$ cat src/hw/sfsc_pkg.sv
package sfsc_pkg;
  localparam logic [31:0] KEY_VALUE = 32'h5AF05AF0;
  localparam logic [1:0] LOCK_CMD = 2'h1;
  localparam logic [1:0] UNLOCK_CMD = 2'h2;
  localparam logic [5:0] INS_STOP = 6'h00;
  localparam logic [5:0] INS_CMD = 6'h01;
  localparam logic [5:0] INS_ADDR = 6'h02;
  localparam logic [5:0] INS_DUMMY = 6'h03;
  localparam logic [5:0] INS_READ = 6'h07;
  localparam logic [5:0] INS_JUMP = 6'h09;
  localparam int TBL_WORDS = 64;
  localparam int TBL_AW = 6;
  localparam int READ_SH = 3;
  localparam int PCLR_HOST = 0;
  localparam int PCLR_BUF = 1;
  localparam logic [31:0] RST_WORD0 = 32'h08180403;
  localparam logic [31:0] RST_WORD1 = 32'h24001C04;
  localparam logic [9:0] PINS_RST = 10'h20F;

  typedef struct packed {
    logic [5:0] code;
    logic [1:0] pad;
    logic [7:0] oprnd;
  } sfsc_instr_t;

  typedef struct packed {
    logic [3:0] unused;
    logic [3:0] sequence_index;
    logic [7:0] flags;
    logic [15:0] host_data_size;
  } sfsc_cmd_t;

  typedef struct packed {
    logic cs_n;
    logic sck;
    logic [3:0] dout;
    logic [3:0] oe_n;
  } sfsc_pins_t;

  typedef enum logic [1:0] {
    ST_IDLE = 2'b00,
    ST_LOAD = 2'b01,
    ST_RUN = 2'b11,
    ST_END = 2'b10
  } sfsc_state_t;

  typedef struct packed {
    sfsc_state_t state;
    logic bus_b;
    logic from_buf;
    logic [3:0] seq;
    logic [2:0] ptr;
    logic [15:0] size_ovr;
    logic [31:0] addr;
    sfsc_instr_t ins;
    logic [19:0] cnt;
    logic [31:0] shreg;
    logic [7:0] rdsh;
    logic [3:0] rbits;
    logic [15:0] div;
    logic sck;
  } sfsc_eng_t;
endpackage
$ cat src/hw/sfsc_core.sv
`timescale 1ns/1ps
// Overview of operation
// - An inactive bus A drives data line 2 to its line-2 idle level.
// - An inactive bus A drives data line 3 to its line-3 idle level.
// - An inactive bus B drives data line 2 to its line-2 idle level.
// - An inactive bus B drives data line 3 to its line-3 idle level.
// - Host soft reset clears host-domain flops but keeps configuration.
// - Flash soft reset clears flash-domain flops but keeps configuration.
// - Pointer clear bits reset the host and buffer sequence pointers.
// - Key then 2 unlocks the table, key then 1 locks it, status shows it.
// - Codes 1, 2 and 3 send a command byte, address bits, dummy cycles.
// - Code 7 reads data and code 9 jumps to an index and ends the frame.
// - Pad value 0 carries the instruction on a single data line.
// - Sequence 0 holds a 32-byte read straight out of reset.
// - A host command starts its sequence; nonzero size overrides reads.
module sfsc_core #(
  parameter int HALF_DIV = 4
) (
  input wire logic sys_clk_i,
  input wire logic rst_i,
  input wire logic bus_a_line2_idle_level_i,
  input wire logic bus_a_line3_idle_level_i,
  input wire logic bus_b_line2_idle_level_i,
  input wire logic bus_b_line3_idle_level_i,
  input wire logic host_domain_soft_reset_i,
  input wire logic flash_domain_soft_reset_i,
  input wire logic [1:0] pointer_clear_register_i,
  input wire logic key_wr_i,
  input wire logic [31:0] table_key_register_i,
  input wire logic lock_wr_i,
  input wire logic [1:0] table_lock_control_register_i,
  output logic table_locked_o,
  output logic table_unlocked_o,
  input wire logic tbl_wr_i,
  input wire logic [sfsc_pkg::TBL_AW-1:0] tbl_addr_i,
  input wire logic [31:0] tbl_wdata_i,
  input wire logic host_cmd_wr_i,
  input wire sfsc_pkg::sfsc_cmd_t host_command_register_i,
  input wire logic [31:0] flash_addr_i,
  input wire logic bus_b_sel_i,
  input wire logic buf_fetch_i,
  input wire logic [3:0] buffer_sequence_index_i,
  output logic busy_o,
  output logic [7:0] rd_data_o,
  output logic rd_valid_o,
  output sfsc_pkg::sfsc_pins_t bus_a_o,
  output sfsc_pkg::sfsc_pins_t bus_b_o,
  input wire logic [3:0] bus_a_data_lines_i,
  input wire logic [3:0] bus_b_data_lines_i
);
  import sfsc_pkg::*;

  function automatic logic [1:0] lane_log(input logic [1:0] pad);
    return (pad == 2'h0) ? 2'h0 : (pad == 2'h1) ? 2'h1 : 2'h2;
  endfunction

  function automatic logic [19:0] ticks(input sfsc_instr_t i, input logic [15:0] ovr);
    logic [19:0] bits;
    bits = 20'h0;
    case (i.code)
      INS_CMD: bits = 20'h8;
      INS_ADDR: bits = {12'h0, i.oprnd};
      INS_READ: bits = (ovr != 16'h0) ? {1'b0, ovr, 3'h0}
                                      : ({9'h0, i.oprnd, 3'h0} << READ_SH);
      default: bits = 20'h0;
    endcase
    if (i.code == INS_DUMMY) begin
      return {12'h0, i.oprnd};
    end
    return bits >> lane_log(i.pad);
  endfunction

  function automatic sfsc_pins_t mk_pins(input logic act, input logic cs_on,
      input logic clk, input logic [1:0] idle, input logic [3:0] en,
      input logic [3:0] val, input logic quad);
    sfsc_pins_t p;
    p.cs_n = ~(act & cs_on);
    p.sck = act & clk;
    p.dout[1:0] = {2{act}} & en[1:0] & val[1:0];
    p.oe_n[1:0] = ~({2{act}} & en[1:0]);
    if (act && quad) begin
      p.dout[3:2] = en[3:2] & val[3:2];
      p.oe_n[3:2] = ~en[3:2];
    end else begin
      p.dout[3:2] = idle;
      p.oe_n[3:2] = 2'b00;
    end
    return p;
  endfunction

  logic [31:0] tbl [TBL_WORDS];
  logic locked;
  logic key_armed;
  logic [2:0] host_ptr;
  logic [2:0] buf_ptr;
  logic [7:0] sync1;
  logic [7:0] sync2;
  sfsc_eng_t eng;
  sfsc_eng_t next_eng;

  wire any_wr = key_wr_i | lock_wr_i | tbl_wr_i | host_cmd_wr_i;
  wire key_ok = key_wr_i & (table_key_register_i == KEY_VALUE);
  wire do_lock = lock_wr_i & key_armed & (table_lock_control_register_i == LOCK_CMD);
  wire do_unlock = lock_wr_i & key_armed & (table_lock_control_register_i == UNLOCK_CMD);
  wire idle = eng.state == ST_IDLE;
  wire host_go = host_cmd_wr_i & idle;
  wire buf_go = buf_fetch_i & ~host_cmd_wr_i & idle;
  wire [31:0] word = tbl[{eng.seq, eng.ptr[2:1]}];
  wire sfsc_instr_t fetched = eng.ptr[0] ? word[31:16] : word[15:0];
  wire [19:0] load_cnt = ticks(fetched, eng.size_ovr);
  wire running = eng.state == ST_RUN;
  wire wrap = eng.div == 16'(HALF_DIV - 1);
  wire rise = running & wrap & ~eng.sck;
  wire fall = running & wrap & eng.sck;
  wire last = fall & (eng.cnt == 20'h1);
  wire is_out = (eng.ins.code == INS_CMD) | (eng.ins.code == INS_ADDR);
  wire is_read = eng.ins.code == INS_READ;
  wire [2:0] lanes = 3'h1 << lane_log(eng.ins.pad);
  wire [3:0] din = eng.bus_b ? sync2[7:4] : sync2[3:0];
  wire [3:0] rb_next = eng.rbits + {1'b0, lanes};
  wire byte_done = rb_next == 4'h8;
  wire [7:0] rd_next = (eng.ins.pad == 2'h0) ? {eng.rdsh[6:0], din[1]} :
                       (eng.ins.pad == 2'h1) ? {eng.rdsh[5:0], din[1:0]} :
                       {eng.rdsh[3:0], din};
  wire [3:0] use_mask = (eng.ins.pad == 2'h0) ? 4'h1 :
                        (eng.ins.pad == 2'h1) ? 4'h3 : 4'hF;
  wire [3:0] drv_en = (running & is_out) ? use_mask : 4'h0;
  wire [3:0] drv_val = (eng.ins.pad == 2'h0) ? {3'h0, eng.shreg[31]} :
                       (eng.ins.pad == 2'h1) ? {2'h0, eng.shreg[31:30]} :
                       eng.shreg[31:28];
  wire quad_act = running & eng.ins.pad[1];
  wire cs_on = (eng.state == ST_LOAD) | running;
  wire end_wb = eng.state == ST_END;
  wire [2:0] ptr_inc = eng.ptr + 3'h1;
  wire [2:0] next_host_ptr = pointer_clear_register_i[PCLR_HOST] ? 3'h0 :
                             (end_wb & ~eng.from_buf) ? eng.ptr : host_ptr;
  wire [2:0] next_buf_ptr = pointer_clear_register_i[PCLR_BUF] ? 3'h0 :
                            (end_wb & eng.from_buf) ? eng.ptr : buf_ptr;
  wire sfsc_pins_t next_a = mk_pins(~eng.bus_b & ~idle, cs_on, eng.sck,
      {bus_a_line3_idle_level_i, bus_a_line2_idle_level_i}, drv_en, drv_val, quad_act);
  wire sfsc_pins_t next_b = mk_pins(eng.bus_b & ~idle, cs_on, eng.sck,
      {bus_b_line3_idle_level_i, bus_b_line2_idle_level_i}, drv_en, drv_val, quad_act);

  assign table_locked_o = locked;
  assign table_unlocked_o = ~locked;
  assign busy_o = ~idle;

  always_comb begin
    next_eng = eng;
    unique case (eng.state)
      ST_IDLE: begin
        if (host_go || buf_go) begin
          next_eng.state = ST_LOAD;
          next_eng.bus_b = bus_b_sel_i;
          next_eng.from_buf = buf_go;
          next_eng.seq = buf_go ? buffer_sequence_index_i
                                : host_command_register_i.sequence_index;
          next_eng.ptr = buf_go ? buf_ptr : host_ptr;
          next_eng.size_ovr = buf_go ? 16'h0 : host_command_register_i.host_data_size;
          next_eng.addr = flash_addr_i;
        end
      end
      ST_LOAD: begin
        next_eng.ins = fetched;
        next_eng.cnt = load_cnt;
        next_eng.div = 16'h0;
        next_eng.sck = 1'b0;
        next_eng.rbits = 4'h0;
        next_eng.shreg = (fetched.code == INS_CMD) ? {fetched.oprnd, 24'h0} :
                         eng.addr << (6'd32 - fetched.oprnd[5:0]);
        if (fetched.code == INS_JUMP) begin
          next_eng.ptr = fetched.oprnd[2:0];
          next_eng.state = ST_END;
        end else if (fetched.code == INS_STOP) begin
          next_eng.ptr = 3'h0;
          next_eng.state = ST_END;
        end else if (load_cnt == 20'h0) begin
          next_eng.ptr = ptr_inc;
          next_eng.state = (eng.ptr == 3'h7) ? ST_END : ST_LOAD;
        end else begin
          next_eng.state = ST_RUN;
        end
      end
      ST_RUN: begin
        next_eng.div = wrap ? 16'h0 : eng.div + 16'h1;
        next_eng.sck = wrap ? ~eng.sck : eng.sck;
        if (rise && is_read) begin
          next_eng.rdsh = rd_next;
          next_eng.rbits = byte_done ? 4'h0 : rb_next;
        end
        if (fall) begin
          next_eng.shreg = eng.shreg << lanes;
          next_eng.cnt = eng.cnt - 20'h1;
        end
        if (last) begin
          next_eng.ptr = ptr_inc;
          next_eng.state = (eng.ptr == 3'h7) ? ST_END : ST_LOAD;
        end
      end
      ST_END: next_eng.state = ST_IDLE;
    endcase
  end

  // Flash domain: engine, pins and input synchronisers
  always_ff @(posedge sys_clk_i or posedge rst_i) begin
    if (rst_i) begin
      eng <= '0;
      rd_valid_o <= 1'b0;
      rd_data_o <= 8'h00;
      bus_a_o <= sfsc_pins_t'(PINS_RST);
      bus_b_o <= sfsc_pins_t'(PINS_RST);
      sync1 <= 8'h00;
      sync2 <= 8'h00;
    end else if (flash_domain_soft_reset_i) begin
      eng <= '0;
      rd_valid_o <= 1'b0;
      rd_data_o <= 8'h00;
      bus_a_o <= sfsc_pins_t'(PINS_RST);
      bus_b_o <= sfsc_pins_t'(PINS_RST);
      sync1 <= 8'h00;
      sync2 <= 8'h00;
    end else begin
      eng <= next_eng;
      rd_valid_o <= rise & is_read & byte_done;
      rd_data_o <= (rise & is_read & byte_done) ? rd_next : rd_data_o;
      bus_a_o <= next_a;
      bus_b_o <= next_b;
      sync1 <= {bus_b_data_lines_i, bus_a_data_lines_i};
      sync2 <= sync1;
    end
  end

  // Host domain; key arming dies on any other write in between
  always_ff @(posedge sys_clk_i or posedge rst_i) begin
    if (rst_i) begin
      host_ptr <= 3'h0;
      buf_ptr <= 3'h0;
      key_armed <= 1'b0;
    end else if (host_domain_soft_reset_i) begin
      host_ptr <= 3'h0;
      buf_ptr <= 3'h0;
      key_armed <= 1'b0;
    end else begin
      host_ptr <= next_host_ptr;
      buf_ptr <= next_buf_ptr;
      key_armed <= key_ok | (key_armed & ~any_wr);
    end
  end

  // Configuration: only the hard reset touches it
  always_ff @(posedge sys_clk_i or posedge rst_i) begin
    if (rst_i) begin
      locked <= 1'b1;
      for (int k = 0; k < TBL_WORDS; k++) begin
        tbl[k] <= (k == 0) ? RST_WORD0 : (k == 1) ? RST_WORD1 : 32'h0;
      end
    end else begin
      locked <= do_lock | (locked & ~do_unlock);
      if (tbl_wr_i && !locked) begin
        tbl[tbl_addr_i] <= tbl_wdata_i;
      end
    end
  end

  wire [31:0] tbl_sel = tbl[tbl_addr_i];
  wire q_flash = ~flash_domain_soft_reset_i;
endmodule

$ cat config.mk
export PLATFORM = sky130hd
export DESIGN_NAME = sfsc_core
export DESIGN_NICKNAME = d
export VERILOG_FILES = /design/src/hw/sfsc_pkg.sv /design/src/hw/sfsc_core.sv
export SDC_FILE = /design/constraint.sdc
export NUM_CORES = 2
export LEC_CHECK = 0
export BUFFER_PORTS_ARGS = -buffer_cell sky130_fd_sc_hd__buf_2
export CAP_MARGIN = 0
export CORE_MARGIN = 2
export CORE_UTILIZATION = 49
export DETAILED_ROUTE_END_ITERATION = 12
export GPL_TIMING_DRIVEN = 0
export PLACE_DENSITY = 0.65
export SLEW_MARGIN = 20
export SYNTH_ARGS = -nofsm -noshare
export SYNTH_HDL_FRONTEND = slang
export SYNTH_SLANG_ARGS = --single-unit
$ cat constraint.sdc
create_clock -name sys_clk_i -period 69.4 [get_ports sys_clk_i]
set_clock_uncertainty 0.2 [all_clocks]
set_input_delay 6.94 -clock sys_clk_i [delete_from_list [all_inputs] [get_ports sys_clk_i]]
set_output_delay 6.94 -clock sys_clk_i [all_outputs]
set_load 0.02 [all_outputs]
==> results.json <==
{
  "run_status": "finished clean",
  "crit_path_top_delay_cell": "nor2_1",
  "detail_route.first_pass.iterations": 6,
  "rows": 170,
  "pwr_density_cell_mw_per_mm2": 33.4,
  "cts_resized": 0,
  "critPathMostFrequentCell": "clkbuf_1",
  "maxSlewViolCount": 0,
  "ys_async_sr_fraction_pct": 100,
  "crit_family": "simple AND/OR/NAND/NOR gates",
  "min_period_over_period_pct": 15.0,
  "synth-edff-count": 0,
  "clk_latency_ps": 920,
  "final_area_mm2": 0.120,
  "core_mm2": 0.214,
  "crit_required_ps": 69980,
  "path_class": "in -> reg",
  "critPathLaunchType": "input port",
  "ir_worst_vdd_uv": 34.9,
  "slew_headroom_pct": 13.7,
  "syn_nets": 7305,
  "die_y_um": 468,
  "worstPathCellList": "buf_2 -> nor2b_1 -> clkbuf_1 -> nand4b_1 -> nor2_1 -> clkbuf_1 -> mux2_2",
  "syn-cell-area_mm2": 0.105,
  "dp_hpwl_um": 281000,
  "drt_iter0_markers": 7485,
  "grt_overflow_total": 0,
  "viasPerCell": 6.62,
  "track_usage_pct": 36.7,
  "clk_pin_slew_ps": 60,
  "post-place-ws_ps": 58340,
  "cts_tree": "yes",
  "drive_above_1_share_pct": 46.8,
  "yosys.area.top_type": "dfrtp_1",
  "drt-total-wl_um": 400000,
  "min_period_ps": 10400,
  "start_util_pct": 49.2,
  "boundaryPins": 196,
  "clockBufferDepth": 3,
  "synth.top_cell.area_share_pct": 52.8,
  "regToRegSetupSlack_ps": 59470,
  "grt_setup_unrepaired": "no",
  "crit_path_max_incr_delay_ps": 1030,
  "cp-end-kind": "flip-flop",
  "final_cells": 10700,
  "wl_per_cell_um": 37.5,
  "tns_ps": 0,
  "maxCapViolCount": 0,
  "antenna_found_initial": 23,
  "grt_pass1_vias": 72000,
  "cts-htree-levels": 4,
  "grt_pass1_wl_um": 558000,
  "vias": 70700,
  "synth_cell_types": 94,
  "setup_viol": 0,
  "hold_buffers": 0,
  "placed_area_mm2": 0.112,
  "p_leak_nw": 54.9,
  "fin_nets": 7790,
  "die_x_um": 468,
  "numCtsBuffers": 231,
  "critPathMaxFanout": 10,
  "min_path_type": "reg -> reg",
  "syn_inst": 7131,
  "hold_ws_ps": 273,
  "drcViolationCount": 0,
  "cts_num_sinks": 2246,
  "dp_cells": 10200,
  "yosys_warnings": 0,
  "area_growth_syn_to_layout_pct": 14.2,
  "die-area_mm2": 0.219,
  "post_cts_buffers": 0,
  "drtAntennaViolNets": 0,
  "worst_slew_pin_slew_ps": 1290,
  "ys_ff_latch": 2246,
  "io_buffers": 148,
  "synth_ff_type": "dfrtp_1",
  "ys_top_cells_by_area": "dfrtp_1 53%, mux2_2 22%, mux4_2 12%",
  "grt_max_degree": 37,
  "root_buffer": "clkbuf_16",
  "cp.arrival_ps": 10980,
  "critical_path_buf_inv_count": 3,
  "setup_slack_ps": 59000,
  "max_freq_ghz": 0.0962,
  "ys_seq_area_share_pct": 53.3,
  "gp_congestion": 0.960,
  "syn_area_per_cell_um2": 14.8,
  "hold_viol": 0
}
==> final cells by class <==
class	count	area, um^2
flip-flops and latches	2246	56200
clock buffers	352	6880
inverters	27	105
plain buffers	692	3120
repair buffers	252	3000
well taps	2838	3550
multi-input cells	4166	46300
fillers	17100	93700
diodes	21	52.6
clock inverters	82	1220
==> power by group <==
group	internal [mW]	switching, mW	leakage [nW]
clock network	0.767	0.559	3.98
logic	0.448	0.675	20.9
registers	1.48	0.0997	30.0
==> layout by cell type, fill, tap and decap left out, types with 14 or more instances in the layout <==
| master | n |
|---|---|
| diode_2 | 21 |
| nand2b_1 | 18 |
| mux2_2 | 2091 |
| mux2i_1 | 263 |
| nand4_1 | 17 |
| clkinv_2 | 37 |
| a21oi_1 | 94 |
| nor2b_1 | 40 |
| buf_4 | 25 |
| dfrtp_1 | 2225 |
| o21ai_0 | 101 |
| a22o_1 | 79 |
| bufinv_16 | 22 |
| clkbuf_1 | 374 |
| inv_1 | 23 |
| dfstp_2 | 21 |
| buf_6 | 17 |
| nor4_1 | 14 |
| clkbuf_2 | 110 |
| clkbuf_16 | 231 |
| and2_1 | 14 |
| a22oi_1 | 65 |
| buf_16 | 31 |
| mux4_2 | 560 |
| nand2_1 | 190 |
| a211oi_1 | 21 |
| clkbuf_8 | 64 |
| a221oi_1 | 27 |
| buf_12 | 67 |
| buf_2 | 308 |
| buf_1 | 68 |
| nand3_1 | 44 |
| nor2_1 | 180 |
| a31oi_1 | 23 |
| nor3_1 | 51 |
| o22ai_1 | 19 |
==> sequential cells by signal (all words and copies together), names as in the netlist <==
signal          cells
eng               147
sync1               8
host_ptr            3
rd_valid_o          1
tbl              2048
buf_ptr             3
bus_b_o             9
bus_a_o             9
key_armed           1
rd_data_o           8
table_locked_o      1
sync2               8
==> through the flow <==
stage	total power, mW	util (%)
final	4.03	56.2
after global routing	4.15	56.2
after CTS	4.01	56.2
after detailed placement	2.69	52.4
after global placement	2.68	51.3
after floorplan	2.29	-
==> cells by family (layout without fill, tap and decap cells) <==
| logic type | after synthesis | after routing | share of synthesized area [%] |
|---|---|---|---|
| mux | 2917 | 2917 | 36.8 |
| other cells | 0 | 21 | 0 |
| fa+ha+maj | 10 | 10 | 0.126 |
| simple gates | 669 | 669 | 3.14 |
| compound gates | 560 | 560 | 3.72 |
| xor+xnor | 10 | 10 | 0.0830 |
| buf+inv | 719 | 1405 | 2.83 |
| flops | 2246 | 2246 | 53.3 |
==> worst paths after layout <==
| kind | cells after the start | endpoint | from |
|---|---|---|---|
| max | 7 | tbl[304] | tbl_wr_i |
| min | 1 | sync2[4] | sync1[4] |
| max reg2reg | 20 | eng[59] | eng[150] |
| min reg2reg | 1 | sync2[4] | sync1[4] |
| max in group asynchronous | 11 | tbl[1944] | rst_i |
| min in group asynchronous | 2 | tbl[903] | rst_i |
==> layer usage <==
| metal | vias to the layer above | track usage, % | share of wire (%) |
|---|---|---|---|
| li1 | 27600 | - | - |
| met1 | 38200 | 47.2 | 38 |
| met2 | 3724 | 56.0 | 45 |
| met3 | 1159 | 10.0 | 9.4 |
| met4 | 10 | 21.3 | 7.0 |
| met5 | - | 0 | 0.016 |
==> cell usage after synthesis (all sizes together) (11+ instances only) <==
master / number
a22o: 79
mux4: 560
nor2b: 41
nand3b: 12
o21ai: 112
nor3b: 12
a31oi: 23
nand2: 190
inv: 27
or2: 11
a22oi: 65
nor3: 53
a211oi: 22
dfstp: 21
nand4: 17
o22ai: 19
a21oi: 95
and2: 14
a221oi: 28
o221ai: 13
clkbuf: 426
nor2: 185
a21o: 12
and3: 13
nand2b: 19
mux2i: 265
nand3: 44
nor4: 17
dfrtp: 2225
buf: 266
mux2: 2092
(Power assumes the default switching activity.)
